$ cat src/common/mgmt_pkg.sv
`default_nettype none
package mgmt_pkg;
  // ==========================================================================
  // data and address
  // ==========================================================================
  localparam int unsigned WORD_W      = 32;
  localparam int unsigned ADDR_BASE_W = 10;
  localparam int unsigned LANES_DEF   = 4;

  // ==========================================================================
  // soft control/status space layout (word index in low address bits)
  // ==========================================================================
  localparam int unsigned CS_IDX_W     = 3;
  localparam logic [2:0]  CS_RESET     = 3'h0;
  localparam logic [2:0]  CS_LOOPBACK  = 3'h1;
  localparam logic [2:0]  CS_STATUS    = 3'h2;
  localparam int unsigned RST_TX_BIT   = 0;
  localparam int unsigned RST_RX_BIT   = 1;

  // ==========================================================================
  // reset sequencer and reconfiguration space timing
  // ==========================================================================
  localparam int unsigned CLK_MHZ       = 50;
  localparam int unsigned RST_HOLD_NS   = 1000;
  localparam int unsigned RST_HOLD_CYC  =
    (RST_HOLD_NS * CLK_MHZ + 999) / 1000;
  localparam int unsigned RECFG_LAT     = 2;

  typedef enum logic [1:0] {
    SEQ_HOLD,
    SEQ_RELEASE,
    SEQ_READY
  } seq_state_e;
endpackage : mgmt_pkg
`default_nettype wire

$ cat src/common/recfg_if.sv
`timescale 1ns/100ps
`default_nettype none
interface recfg_if #(parameter int unsigned AW = 12);
  logic          req;
  logic          wr;
  logic [AW-1:0] addr;
  logic [31:0]   wdata;
  logic          ack;
  logic [31:0]   rdata;
  modport port (output req, output wr, output addr, output wdata,
                input ack, input rdata);
  modport space (input req, input wr, input addr, input wdata,
                 output ack, output rdata);
endinterface : recfg_if
`default_nettype wire

$ cat src/rtl/phy_mgmt_csr_port.sv
`timescale 1ns/100ps
`default_nettype none
// Function
// RQ1: management clock runs the port, reconfiguration space and reset sequencer
// RQ2: reset high holds link layer, pll and phy in reset, level sensitive
// RQ3: address width is ten plus log2 of lane count
// RQ4: address msb one routes access to reconfiguration space
// RQ5: address msb zero routes access to soft reset/loopback space
// RQ6: master writes with write strobe and 32-bit word same cycle
// RQ7: master reads with read strobe; device returns 32-bit read word
// RQ8: stall output high while port cannot yet accept the request
// RQ9: reconfiguration-busy input is tied low by the integrator and ignored
// RQ10: one serial transmit and one receive line per lane
// RQ11: integrator ties link master reset to the global reset
// RQ12: master holds request stable while stall high; done when stall low
module phy_mgmt_csr_port
  import mgmt_pkg::*;
#(
  parameter int unsigned LANES = LANES_DEF,
  parameter int unsigned AW    = ADDR_BASE_W + $clog2(LANES)
) (
  input  wire logic              clk,
  input  wire logic              rst,
  input  wire logic [AW-1:0]     management_address,
  input  wire logic              management_write,
  input  wire logic              management_read,
  input  wire logic [WORD_W-1:0] management_write_word,
  output var  logic [WORD_W-1:0] management_read_word,
  output var  logic              management_stall,
  input  wire logic              reconfig_busy,
  output var  logic              core_reset,
  output var  logic              phy_reset,
  output var  logic [LANES-1:0]  tx_serial_data,
  input  wire logic [LANES-1:0]  rx_serial_data,
  output var  logic [LANES-1:0]  loopback
);
  // ==========================================================================
  // declarations
  // ==========================================================================
  typedef enum logic [1:0] {
    BUS_IDLE,
    BUS_RECFG,
    BUS_DONE
  } bus_state_e;

  localparam int unsigned CW = $clog2(RST_HOLD_CYC + 1);

  recfg_if #(.AW(AW)) rbus ();

  bus_state_e        bus_state;
  bus_state_e        next_bus_state;
  seq_state_e        seq_state;
  seq_state_e        next_seq_state;
  logic [CW-1:0]     seq_cnt;
  logic [CW-1:0]     next_seq_cnt;
  logic [1:0]        soft_rst;
  logic [1:0]        next_soft_rst;
  logic [LANES-1:0]  next_loopback;
  logic [WORD_W-1:0] next_read_word;
  logic              next_stall;
  logic              next_core_reset;
  logic              next_phy_reset;
  logic [LANES-1:0]  next_tx;
  logic [LANES-1:0]  rx_q;
  logic              req;
  logic              to_recfg;
  logic [CS_IDX_W-1:0] cs_idx;
  logic              unused;

  assign req      = management_read | management_write;
  assign to_recfg = management_address[AW-1];                      // [RQ4]
  assign cs_idx   = management_address[CS_IDX_W-1:0];
  assign unused   = reconfig_busy;                                  // [RQ9]

  assign rbus.req   = (bus_state == BUS_RECFG);
  assign rbus.wr    = management_write;
  assign rbus.addr  = management_address;
  assign rbus.wdata = management_write_word;

  recfg_space #(.AW(AW)) u_recfg (
    .clk (clk),
    .rst (rst),
    .bus (rbus.space)
  );

  // ==========================================================================
  // management bus
  // ==========================================================================
  always_comb begin
    next_bus_state = bus_state;
    next_stall     = 1'b1;
    next_read_word = management_read_word;
    next_soft_rst  = soft_rst;
    next_loopback  = loopback;
    case (bus_state)
      BUS_IDLE: begin
        if (req && to_recfg) begin                                 // [RQ4]
          next_bus_state = BUS_RECFG;
        end else if (req) begin                                    // [RQ5]
          next_bus_state = BUS_DONE;
          next_stall     = 1'b0;
          if (management_write) begin                              // [RQ6]
            case (cs_idx)
              CS_RESET:    next_soft_rst =
                management_write_word[RST_RX_BIT:RST_TX_BIT];
              CS_LOOPBACK: next_loopback = management_write_word[LANES-1:0];
              default:     next_soft_rst = soft_rst;
            endcase
          end else begin
            case (cs_idx)                                          // [RQ7]
              CS_RESET:    next_read_word = WORD_W'(soft_rst);
              CS_LOOPBACK: next_read_word = WORD_W'(loopback);
              CS_STATUS:   next_read_word = WORD_W'(seq_state);
              default:     next_read_word = '0;
            endcase
          end
        end
      end
      BUS_RECFG: begin
        if (rbus.ack) begin
          next_bus_state = BUS_DONE;
          next_stall     = 1'b0;
          if (management_read) begin
            next_read_word = rbus.rdata;                           // [RQ7]
          end
        end
      end
      BUS_DONE: begin
        next_bus_state = BUS_IDLE;
      end
      default: next_bus_state = BUS_IDLE;
    endcase
  end

  always_ff @(posedge clk) begin                                   // [RQ1]
    if (rst) begin
      bus_state            <= BUS_IDLE;
      management_stall     <= 1'b1;                                // [RQ8]
      management_read_word <= '0;
      soft_rst             <= 2'h0;
      loopback             <= '0;
    end else begin
      bus_state            <= next_bus_state;
      management_stall     <= next_stall;                          // [RQ8]
      management_read_word <= next_read_word;
      soft_rst             <= next_soft_rst;
      loopback             <= next_loopback;
    end
  end

  // ==========================================================================
  // reset sequencer
  // ==========================================================================
  always_comb begin
    next_seq_state  = seq_state;
    next_seq_cnt    = seq_cnt;
    next_core_reset = 1'b1;
    next_phy_reset  = 1'b1;
    case (seq_state)
      SEQ_HOLD: begin
        next_seq_cnt = CW'(seq_cnt + 1'b1);
        if (seq_cnt == CW'(RST_HOLD_CYC - 1)) begin
          next_seq_state = SEQ_RELEASE;
          next_seq_cnt   = '0;
          next_phy_reset = soft_rst[RST_TX_BIT];
        end
      end
      SEQ_RELEASE: begin
        next_phy_reset  = soft_rst[RST_TX_BIT];
        next_seq_state  = SEQ_READY;
        next_core_reset = soft_rst[RST_RX_BIT];
      end
      SEQ_READY: begin
        next_phy_reset  = soft_rst[RST_TX_BIT];
        next_core_reset = soft_rst[RST_RX_BIT];
      end
      default: next_seq_state = SEQ_HOLD;
    endcase
  end

  always_ff @(posedge clk) begin
    if (rst) begin                                                 // [RQ2]
      seq_state  <= SEQ_HOLD;
      seq_cnt    <= '0;
      core_reset <= 1'b1;
      phy_reset  <= 1'b1;
    end else begin
      seq_state  <= next_seq_state;
      seq_cnt    <= next_seq_cnt;
      core_reset <= next_core_reset;
      phy_reset  <= next_phy_reset;
    end
  end

  // ==========================================================================
  // serial lanes: idle low under reset, loopback echoes receive line
  // ==========================================================================
  always_comb begin
    next_tx = '0;
    for (int i = 0; i < LANES; i++) begin                          // [RQ10]
      next_tx[i] = loopback[i] & rx_q[i] & ~phy_reset;
    end
  end

  always_ff @(posedge clk) begin
    if (rst) begin
      rx_q           <= '0;
      tx_serial_data <= '0;
    end else begin
      rx_q           <= rx_serial_data;
      tx_serial_data <= next_tx;
    end
  end
endmodule : phy_mgmt_csr_port
`default_nettype wire

$ cat src/rtl/recfg_space.sv
`timescale 1ns/100ps
`default_nettype none
// reconfiguration space: word store answering after a fixed latency
module recfg_space
  import mgmt_pkg::*;
#(
  parameter int unsigned AW      = 12,
  parameter int unsigned DEPTH_W = 4
) (
  input  wire logic clk,
  input  wire logic rst,
  recfg_if.space    bus
);
  logic [WORD_W-1:0] mem      [2**DEPTH_W];
  logic [WORD_W-1:0] next_mem [2**DEPTH_W];
  logic [1:0]        cnt;
  logic [1:0]        next_cnt;
  logic [WORD_W-1:0] rdata;
  logic [WORD_W-1:0] next_rdata;
  logic              ack;
  logic              next_ack;
  logic [DEPTH_W-1:0] idx;

  assign idx       = bus.addr[DEPTH_W-1:0];
  assign bus.ack   = ack;
  assign bus.rdata = rdata;

  // ==========================================================================
  // next state
  // ==========================================================================
  always_comb begin
    next_mem   = mem;
    next_cnt   = cnt;
    next_ack   = 1'b0;
    next_rdata = rdata;
    if (bus.req && !ack) begin
      if (cnt == 2'(RECFG_LAT - 1)) begin
        next_cnt = 2'h0;
        next_ack = 1'b1;
        if (bus.wr) begin
          next_mem[idx] = bus.wdata;
        end else begin
          next_rdata = mem[idx];
        end
      end else begin
        next_cnt = 2'(cnt + 2'h1);
      end
    end
  end

  always_ff @(posedge clk) begin
    if (rst) begin
      for (int i = 0; i < 2**DEPTH_W; i++) begin
        mem[i] <= '0;
      end
      cnt   <= 2'h0;
      ack   <= 1'b0;
      rdata <= '0;
    end else begin
      mem   <= next_mem;
      cnt   <= next_cnt;
      ack   <= next_ack;
      rdata <= next_rdata;
    end
  end
endmodule : recfg_space
`default_nettype wire

$ cat config.mk
export PLATFORM = sky130hd
export DESIGN_NAME = phy_mgmt_csr_port
export DESIGN_NICKNAME = d
export VERILOG_FILES = /design/src/common/mgmt_pkg.sv /design/src/common/recfg_if.sv /design/src/rtl/phy_mgmt_csr_port.sv /design/src/rtl/recfg_space.sv
export SDC_FILE = /design/constraint.sdc
export NUM_CORES = 1
export LEC_CHECK = 0
export ABC_CLOCK_PERIOD_IN_PS = 1600
export CAP_MARGIN = 5
export CORE_UTILIZATION = 57
export CTS_CLUSTER_DIAMETER = 120
export DETAILED_ROUTE_END_ITERATION = 6
export DONT_BUFFER_PORTS = 1
export PLACE_DENSITY_LB_ADDON = 0.12
export SLEW_MARGIN = 25
export SYNTH_ARGS = -nofsm -noshare
export SYNTH_HDL_FRONTEND = slang
export SYNTH_SLANG_ARGS = --single-unit
$ cat constraint.sdc
create_clock -name clk -period 1.6 [get_ports clk]
set_input_delay 0.08 -clock clk [delete_from_list [all_inputs] [get_ports clk]]
set_output_delay 0.08 -clock clk [all_outputs]
set_load 0.05 [all_outputs]
# After elaboration in Yosys (flattened, before gate mapping)
# Cells that the tools add are included.
# Widths: inputs -> output; s select.
# totals
reg_bits	606
wordCells	110
# classes
n_addsub	2
order_cmp	2
eq_ne	14
n_mux	28
n_bitwise	16
reduce_logical	18
# ops
cell	n
$bwmux 512	1
$mux 32	8
$bmux 32 s4	1
$demux 32 s4	1
$pmux 32 s2	1
$ne 2x2->1 const B	6
$pmux 4 s3	1
$mux 2	5
$reduce_and 5->1	2
$and 1x1->1	8
$add 6x1->6 const B	1
$eq 2x1->1 const B	3
$eq 6x6->1 const B	1
$mux 6	1
$not 1->1	6
$pmux 2 s3	1
$reduce_and 3->1	2
$reduce_and 6->1	1
$reduce_or 2->1	3
$ge 5x5->1 const B	1
$lt 5x1->1 const B	1
$mux 1	5
$not 4->5	1
$logic_not 2->1	2
other kinds (13)	17

# Longest topological paths before layout
# logic_depth
depth_word	6
mapped_depth	8
mapped_depth_nobuf	6

# Modules after synthesis
# From an unflattened synthesis, not the netlist that was laid out.
# unflattened
hier_cells	2883
hier_area_um2	27052.2
# modules_own_cells
module	instances	cells_per_inst	area_per_inst_um2
recfg_space	1	2561	24133.1
phy_mgmt_csr_port	1	322	2919.0

# Worst setup path before layout
# Ideal clock, no wire load.
# synth_timing
path_type	register to register
startpoint	register bus_state[0]
endpoint	register u_recfg.mem[86] in the netlist's numbering
setup_time_ns	0.070
t_arrival_ns	1.639
path_slack_ns	-0.110
path_stages_with_launch	8
n_path_buf	3
cell_sequence	dfxtp_1 > nand4bb_4 > buf_6 > buf_8 > nor4_4 > buf_6 > nand2_1 > a21oi_1
# synth_between
elab_chain_cells	3
# synth_rtl
element	line_no	rtl
from (decl)	phy_mgmt_csr_port.sv:50	bus_state_e bus_state;
from (signal assigned)	phy_mgmt_csr_port.sv:143	bus_state <= next_bus_state;
$eq 2x1->1	phy_mgmt_csr_port.sv:75	assign rbus.req = (bus_state == BUS_RECFG);
$logic_and 1x1->1	recfg_space.sv:36	if (bus.req && !ack) begin
$reduce_and 3->1 (no source line)	--	
to (signal assigned)	recfg_space.sv:60	mem <= next_mem;
to (decl)	recfg_space.sv:14	logic [WORD_W-1:0] mem [2**DEPTH_W];
# Every way passes these cells.
# A chain may end at the register's enable or synchronous reset.

# Final worst setup path
# layout_timing
startpoint	register bus_state[1]
endpoint	register u_recfg.mem[263] in the netlist's numbering
# The elaborated chain is that of the path after synthesis.

==> flow_summary.html <==
<table>
<tr><th>Metric</th><th>Value</th></tr>
<tr><th colspan="2">Global routing</th></tr>
<tr><td>Sum of overflow across all layers after global routing</td><td>0</td></tr>
<tr><td>Total GRT Usage</td><td>32.95%</td></tr>
<tr><td>Number of antenna violations at the first check in global routing</td><td>3</td></tr>
<tr><td>First-pass GRT wire length</td><td>114.7 mm</td></tr>
<tr><td>Number of global-route vias before repair</td><td>20250</td></tr>
<tr><td>Largest net degree at the start of global routing</td><td>567</td></tr>
<tr><th colspan="2">Synth</th></tr>
<tr><td>Share of synthesized area occupied by flip-flops and latches</td><td>47.70%</td></tr>
<tr><td>Share of synthesized flip-flops with an asynchronous set or reset</td><td>0%</td></tr>
<tr><td>Post-synthesis instance area</td><td>25430 sq um</td></tr>
<tr><td>Most used flip-flop cell after synthesis</td><td>sky130_fd_sc_hd__dfxtp_1</td></tr>
<tr><td>Yosys warns</td><td>0</td></tr>
<tr><td>Synth Instances</td><td>2940</td></tr>
<tr><td>Mean Syn Cell Area</td><td>a little under 9 sq um</td></tr>
<tr><td>Most frequent cell after synthesis</td><td>sky130_fd_sc_hd__nand2_1</td></tr>
<tr><td>Cell types occupying the most area after synthesis</td><td>sky130_fd_sc_hd__dfxtp_1 (48%), sky130_fd_sc_hd__nand2_1 (16%), sky130_fd_sc_hd__mux4_2 (11%)</td></tr>
<tr><td>Library cells used by synthesis</td><td>48</td></tr>
<tr><td>Most frequent cells after synthesis</td><td>sky130_fd_sc_hd__nand2_1 (1058), sky130_fd_sc_hd__dfxtp_1 (606), sky130_fd_sc_hd__a21oi_1 (546), sky130_fd_sc_hd__clkbuf_1 (173), sky130_fd_sc_hd__mux4_2 (128)</td></tr>
<tr><td>Most area-hungry cell type in the Yosys netlist</td><td>sky130_fd_sc_hd__dfxtp_1</td></tr>
<tr><td>Flops &amp; latches, synth</td><td>606</td></tr>
<tr><td>Post-synth EDFFs</td><td>0</td></tr>
<tr><td>Synth top area share</td><td>47.70%</td></tr>
<tr><td>Net Count, Synth</td><td>2999</td></tr>
<tr><th colspan="2">Floorplanning</th></tr>
<tr><td>Placeable core region</td><td>44120 sq um</td></tr>
<tr><td># IOs</td><td>96</td></tr>
<tr><td>Floorplan row count</td><td>77</td></tr>
<tr><td>Die boundary width</td><td>213.2 microns</td></tr>
<tr><td>Height of the die</td><td>between 200 and 250 microns</td></tr>
<tr><td>Die Outline Area</td><td>45460 sq um</td></tr>
<tr><td>Initial Util</td><td>57.63%</td></tr>
<tr><th colspan="2">STA</th></tr>
<tr><td>Unrepaired setup endpoints after global routing</td><td>true</td></tr>
<tr><td>Total setup violations reported at the end of the flow</td><td>544</td></tr>
<tr><td>Hold Violations, Final</td><td>253</td></tr>
<tr><td>Fin. max-slew vios</td><td>0</td></tr>
<tr><td>Hold_ws</td><td>-0.4240 ns</td></tr>
<tr><td>Period utilization</td><td>116.0%</td></tr>
<tr><td>Final worst-path setup slack</td><td>-0.2556 ns</td></tr>
<tr><td>Clock Skew</td><td>around 0.020 ns</td></tr>
<tr><td>Worst max-slew margin expressed relative to the limit</td><td>7.171%</td></tr>
<tr><td>FMAX</td><td>0.5389 GHz</td></tr>
<tr><td>Actual slew at the worst max-slew pin</td><td>1.392 ns</td></tr>
<tr><td>Min cycle time layout</td><td>1.856 ns</td></tr>
<tr><th colspan="2">Setup path</th></tr>
<tr><td>Category of the worst setup path launch point</td><td>register</td></tr>
<tr><td>Gate family responsible for the most delay along the worst path</td><td>buffers and inverters</td></tr>
<tr><td>Required time of the worst setup path</td><td>2.12 ns</td></tr>
<tr><td>Max stage delay on crit path</td><td>about 0.35 ns</td></tr>
<tr><td>Crit. Startpoint</td><td>bus_state[1]$_SDFFE_PP0P_</td></tr>
<tr><td>Buffering stage count on the worst path with inverters included</td><td>4</td></tr>
<tr><td>Most Frequent Cell on Critical Path</td><td>sky130_fd_sc_hd__buf_6</td></tr>
<tr><td>Reg-to-Reg Start</td><td>bus_state[1]$_SDFFE_PP0P_</td></tr>
<tr><td>Critical Path, Cell by Cell</td><td>buf_6 -&gt; nand4b_1 -&gt; buf_6 -&gt; nor3_4 -&gt; buf_4 -&gt; clkbuf_16 -&gt; nand2_1 -&gt; a21oi_1</td></tr>
<tr><td>Maximum fanout along the worst path</td><td>12</td></tr>
<tr><td>Crit path max-delay cell type</td><td>sky130_fd_sc_hd__dfxtp_4</td></tr>
<tr><td>Critical Path AT</td><td>2.37 ns</td></tr>
<tr><td>CP endpoint kind</td><td>register</td></tr>
<tr><td>Worst Path Class, Setup</td><td>register to register</td></tr>
<tr><th colspan="2">Final layout</th></tr>
<tr><td>Sequential cell area</td><td>about 12000 sq um</td></tr>
<tr><td>Total Nets Final</td><td>2955</td></tr>
<tr><td>Finished Core Util</td><td>approximately two thirds</td></tr>
<tr><td>Share of final-layout standard cells stronger than drive strength 1</td><td>15.75%</td></tr>
<tr><td>Synthesis-to-finish area growth</td><td>15.17%</td></tr>
<tr><td>Count of fill cells added during filler insertion</td><td>3577</td></tr>
<tr><td>Final Cell Area</td><td>29290 sq um</td></tr>
<tr><td>Area taken by multi-input logic gates</td><td>between 10000 and 15000 sq um</td></tr>
<tr><th colspan="2">Flow run</th></tr>
<tr><td>Max-capacitance violation count</td><td>0</td></tr>
<tr><th colspan="2">Route</th></tr>
<tr><td>Number of DRC markers after the initial detailed-route iteration</td><td>2528</td></tr>
<tr><td>Routed vias</td><td>~21000</td></tr>
<tr><td>Final antenna-violating net count</td><td>0</td></tr>
<tr><td>Total length of routed wires</td><td>76.08 mm</td></tr>
<tr><td>Detail-routed net length per standard cell</td><td>roughly 21 microns</td></tr>
<tr><td>Number of optimization iterations in the first detailed-route pass</td><td>5</td></tr>
<tr><td>Detailed-route vias per instance</td><td>~6.0</td></tr>
<tr><td>Drt drc</td><td>0</td></tr>
<tr><th colspan="2">Power</th></tr>
<tr><td>Ratio of total power to cell area</td><td>1038 nW/um^2</td></tr>
<tr><td>Maximum resistive drop on vdd</td><td>833.3 uV</td></tr>
<tr><td>Leakage</td><td>slightly below 10 nW</td></tr>
<tr><th colspan="2">Placement</th></tr>
<tr><td>GP Congestion</td><td>0.8531</td></tr>
<tr><td>Post-placement cell area</td><td>roughly 26000 sq um</td></tr>
<tr><td>Number of buffers inserted by port buffering</td><td>0</td></tr>
<tr><td>Worst setup slack before clock tree synthesis</td><td>-0.2343 ns</td></tr>
<tr><td>Hpwl dp</td><td>43.02 mm</td></tr>
<tr><th colspan="2">Clock network</th></tr>
<tr><td>Library cell used as clock root buffer</td><td>sky130_fd_sc_hd__clkbuf_16</td></tr>
<tr><td>Clock sink count</td><td>606</td></tr>
<tr><td>CTS clk-pin slew, worst paths</td><td>0.06 ns</td></tr>
<tr><td># H-tree levels</td><td>2</td></tr>
<tr><td>Maximum number of buffers from clock root to sink</td><td>3</td></tr>
<tr><td>Num CTS Buffers</td><td>60</td></tr>
<tr><td>CTS tree</td><td>built</td></tr>
<tr><td>Skew-Pair Late Insertion Delay</td><td>about 0.64 ns</td></tr>
<tr><th colspan="2">Min path</th></tr>
<tr><td>Path class of the lowest-slack min-delay path</td><td>input pin to register</td></tr>
<tr><td>Worst Min Path Start</td><td>management_write_word[12]</td></tr>
<tr><th colspan="2">Outcome</th></tr>
<tr><td>Violated checks</td><td>negative hold slack, negative setup slack</td></tr>
<tr><td>Run status</td><td>complete, but fails checks</td></tr>
</table>
[power breakdown]
| part | leakage [nW] | switching, mW | internal (mW) |
|---|---|---|---|
| registers | 4.88 | 0.0377 | 15.1 |
| clock network | 1.02 | 5.99 | 8.34 |
| logic | 3.87 | 0.509 | 0.409 |
| total | 9.77 | 6.53 | 23.9 |
[registers in the layout, indices dropped and copies added, names as in the netlist]
| signal | count |
|---|---|
| u_recfg.cnt | 2 |
| seq_cnt | 6 |
| management_read_word | 32 |
| u_recfg.bus.rdata | 32 |
| soft_rst | 2 |
| management_stall | 1 |
| u_recfg.bus.ack | 1 |
| loopback | 4 |
| core_reset | 1 |
| rx_q | 4 |
| tx_serial_data | 4 |
| seq_state | 2 |
| phy_reset | 1 |
| bus_state | 2 |
| u_recfg.mem | 512 |
[kinds of logic (layout without fill, tap and decap cells)]
group	after synthesis	count (layout)	share of synthesized area, %
and+or+nand+nor	1194	1194	19.41
AOI/OAI and AO/OA	628	628	12.86
DFF	606	606	47.70
buffers and inverters	300	306	5.186
muxes	201	201	14.37
adders and majority gates	6	6	0.2952
xor gates and xnor gates	5	5	0.1722
other	0	2	0
[cells in the final DEF, fill, tap and decap left out, drive strengths merged, types with 5 or more instances in the layout]
cell and instances:
dlygate4sd3 38, mux2i 40, nand3 38, nand2b 6
ha 6, inv 7, dfxtp 606, o21ai 36
buf 145, clkbuf 95, mux2 33, clkinv 18
and3 5, nor4 11, nor2 24, a21oi 546
nand2 1058, a22oi 33, nand4 8, nor3 10
mux4 128, nor2b 10
[routing by layer]
| metal | GRT usage [%] | share of wire, % | vias up |
|---|---|---|---|
| met3 | 6.707 | 9.2 | 145 |
| li1 | - | - | 9826 |
| met1 | 44.11 | 41 | 10370 |
| met2 | 52.80 | 46 | 898 |
| met4 | 11.87 | 3.1 | 2 |
| met5 | 0 | 0.017 | - |
[final timing paths]
check | to | slack [ns] | depth (start not counted)
setup / recovery | u_recfg.mem[263]$_SDFFE_PP0P_ | -0.26 | 8
hold / removal | u_recfg.mem[396]$_SDFFE_PP0P_ | -0.42 | 2
setup reg to reg | u_recfg.mem[263]$_SDFFE_PP0P_ | -0.26 | 8
hold reg to reg | u_recfg.mem[209]$_SDFFE_PP0P_ | 0.45 | 2
[metrics by stage]
step | std cells | power, mW | setup TNS (ns) | hold slack (ns)
after detailed placement | 3367 | 16.12 | -50.60 | 0.1905
after CTS | 3517 | 30.41 | -43.88 | -0.4460
final | 3540 | 30.40 | -70.83 | -0.4240
after global routing | 3538 | 31.20 | -101.47 | -0.4371
after floorplan | 2940 | 16.48 | -0.5532 | 0.2082
after global placement | 3367 | 16.11 | -38.69 | 0.2008
[repair_timing]
action | 4_1_cts | 5_1_grt
gates cloned | 4 | 4
resized for setup | 40 | 23
endpoints found under the setup margin | 559 | 586
hold endpoints to repair | 606 | 595
setup buffers | 9 | 4
hold buffers | 25 | 13
pin swaps | 32 | 22
[layout make-up]
| class | count | area share, % |
|---|---|---|
| antenna | 2 | 0.01709 |
| clock buffer | 91 | 6.250 |
| clock inverter | 21 | 0.6536 |
| inverter | 7 | 0.08971 |
| multi-input combinational | 2034 | 41.62 |
| sequential | 606 | 41.45 |
| tap | 592 | 2.529 |
| timing repair buffer | 187 | 7.395 |
Note: power is estimated with default switching activity, not from simulation.
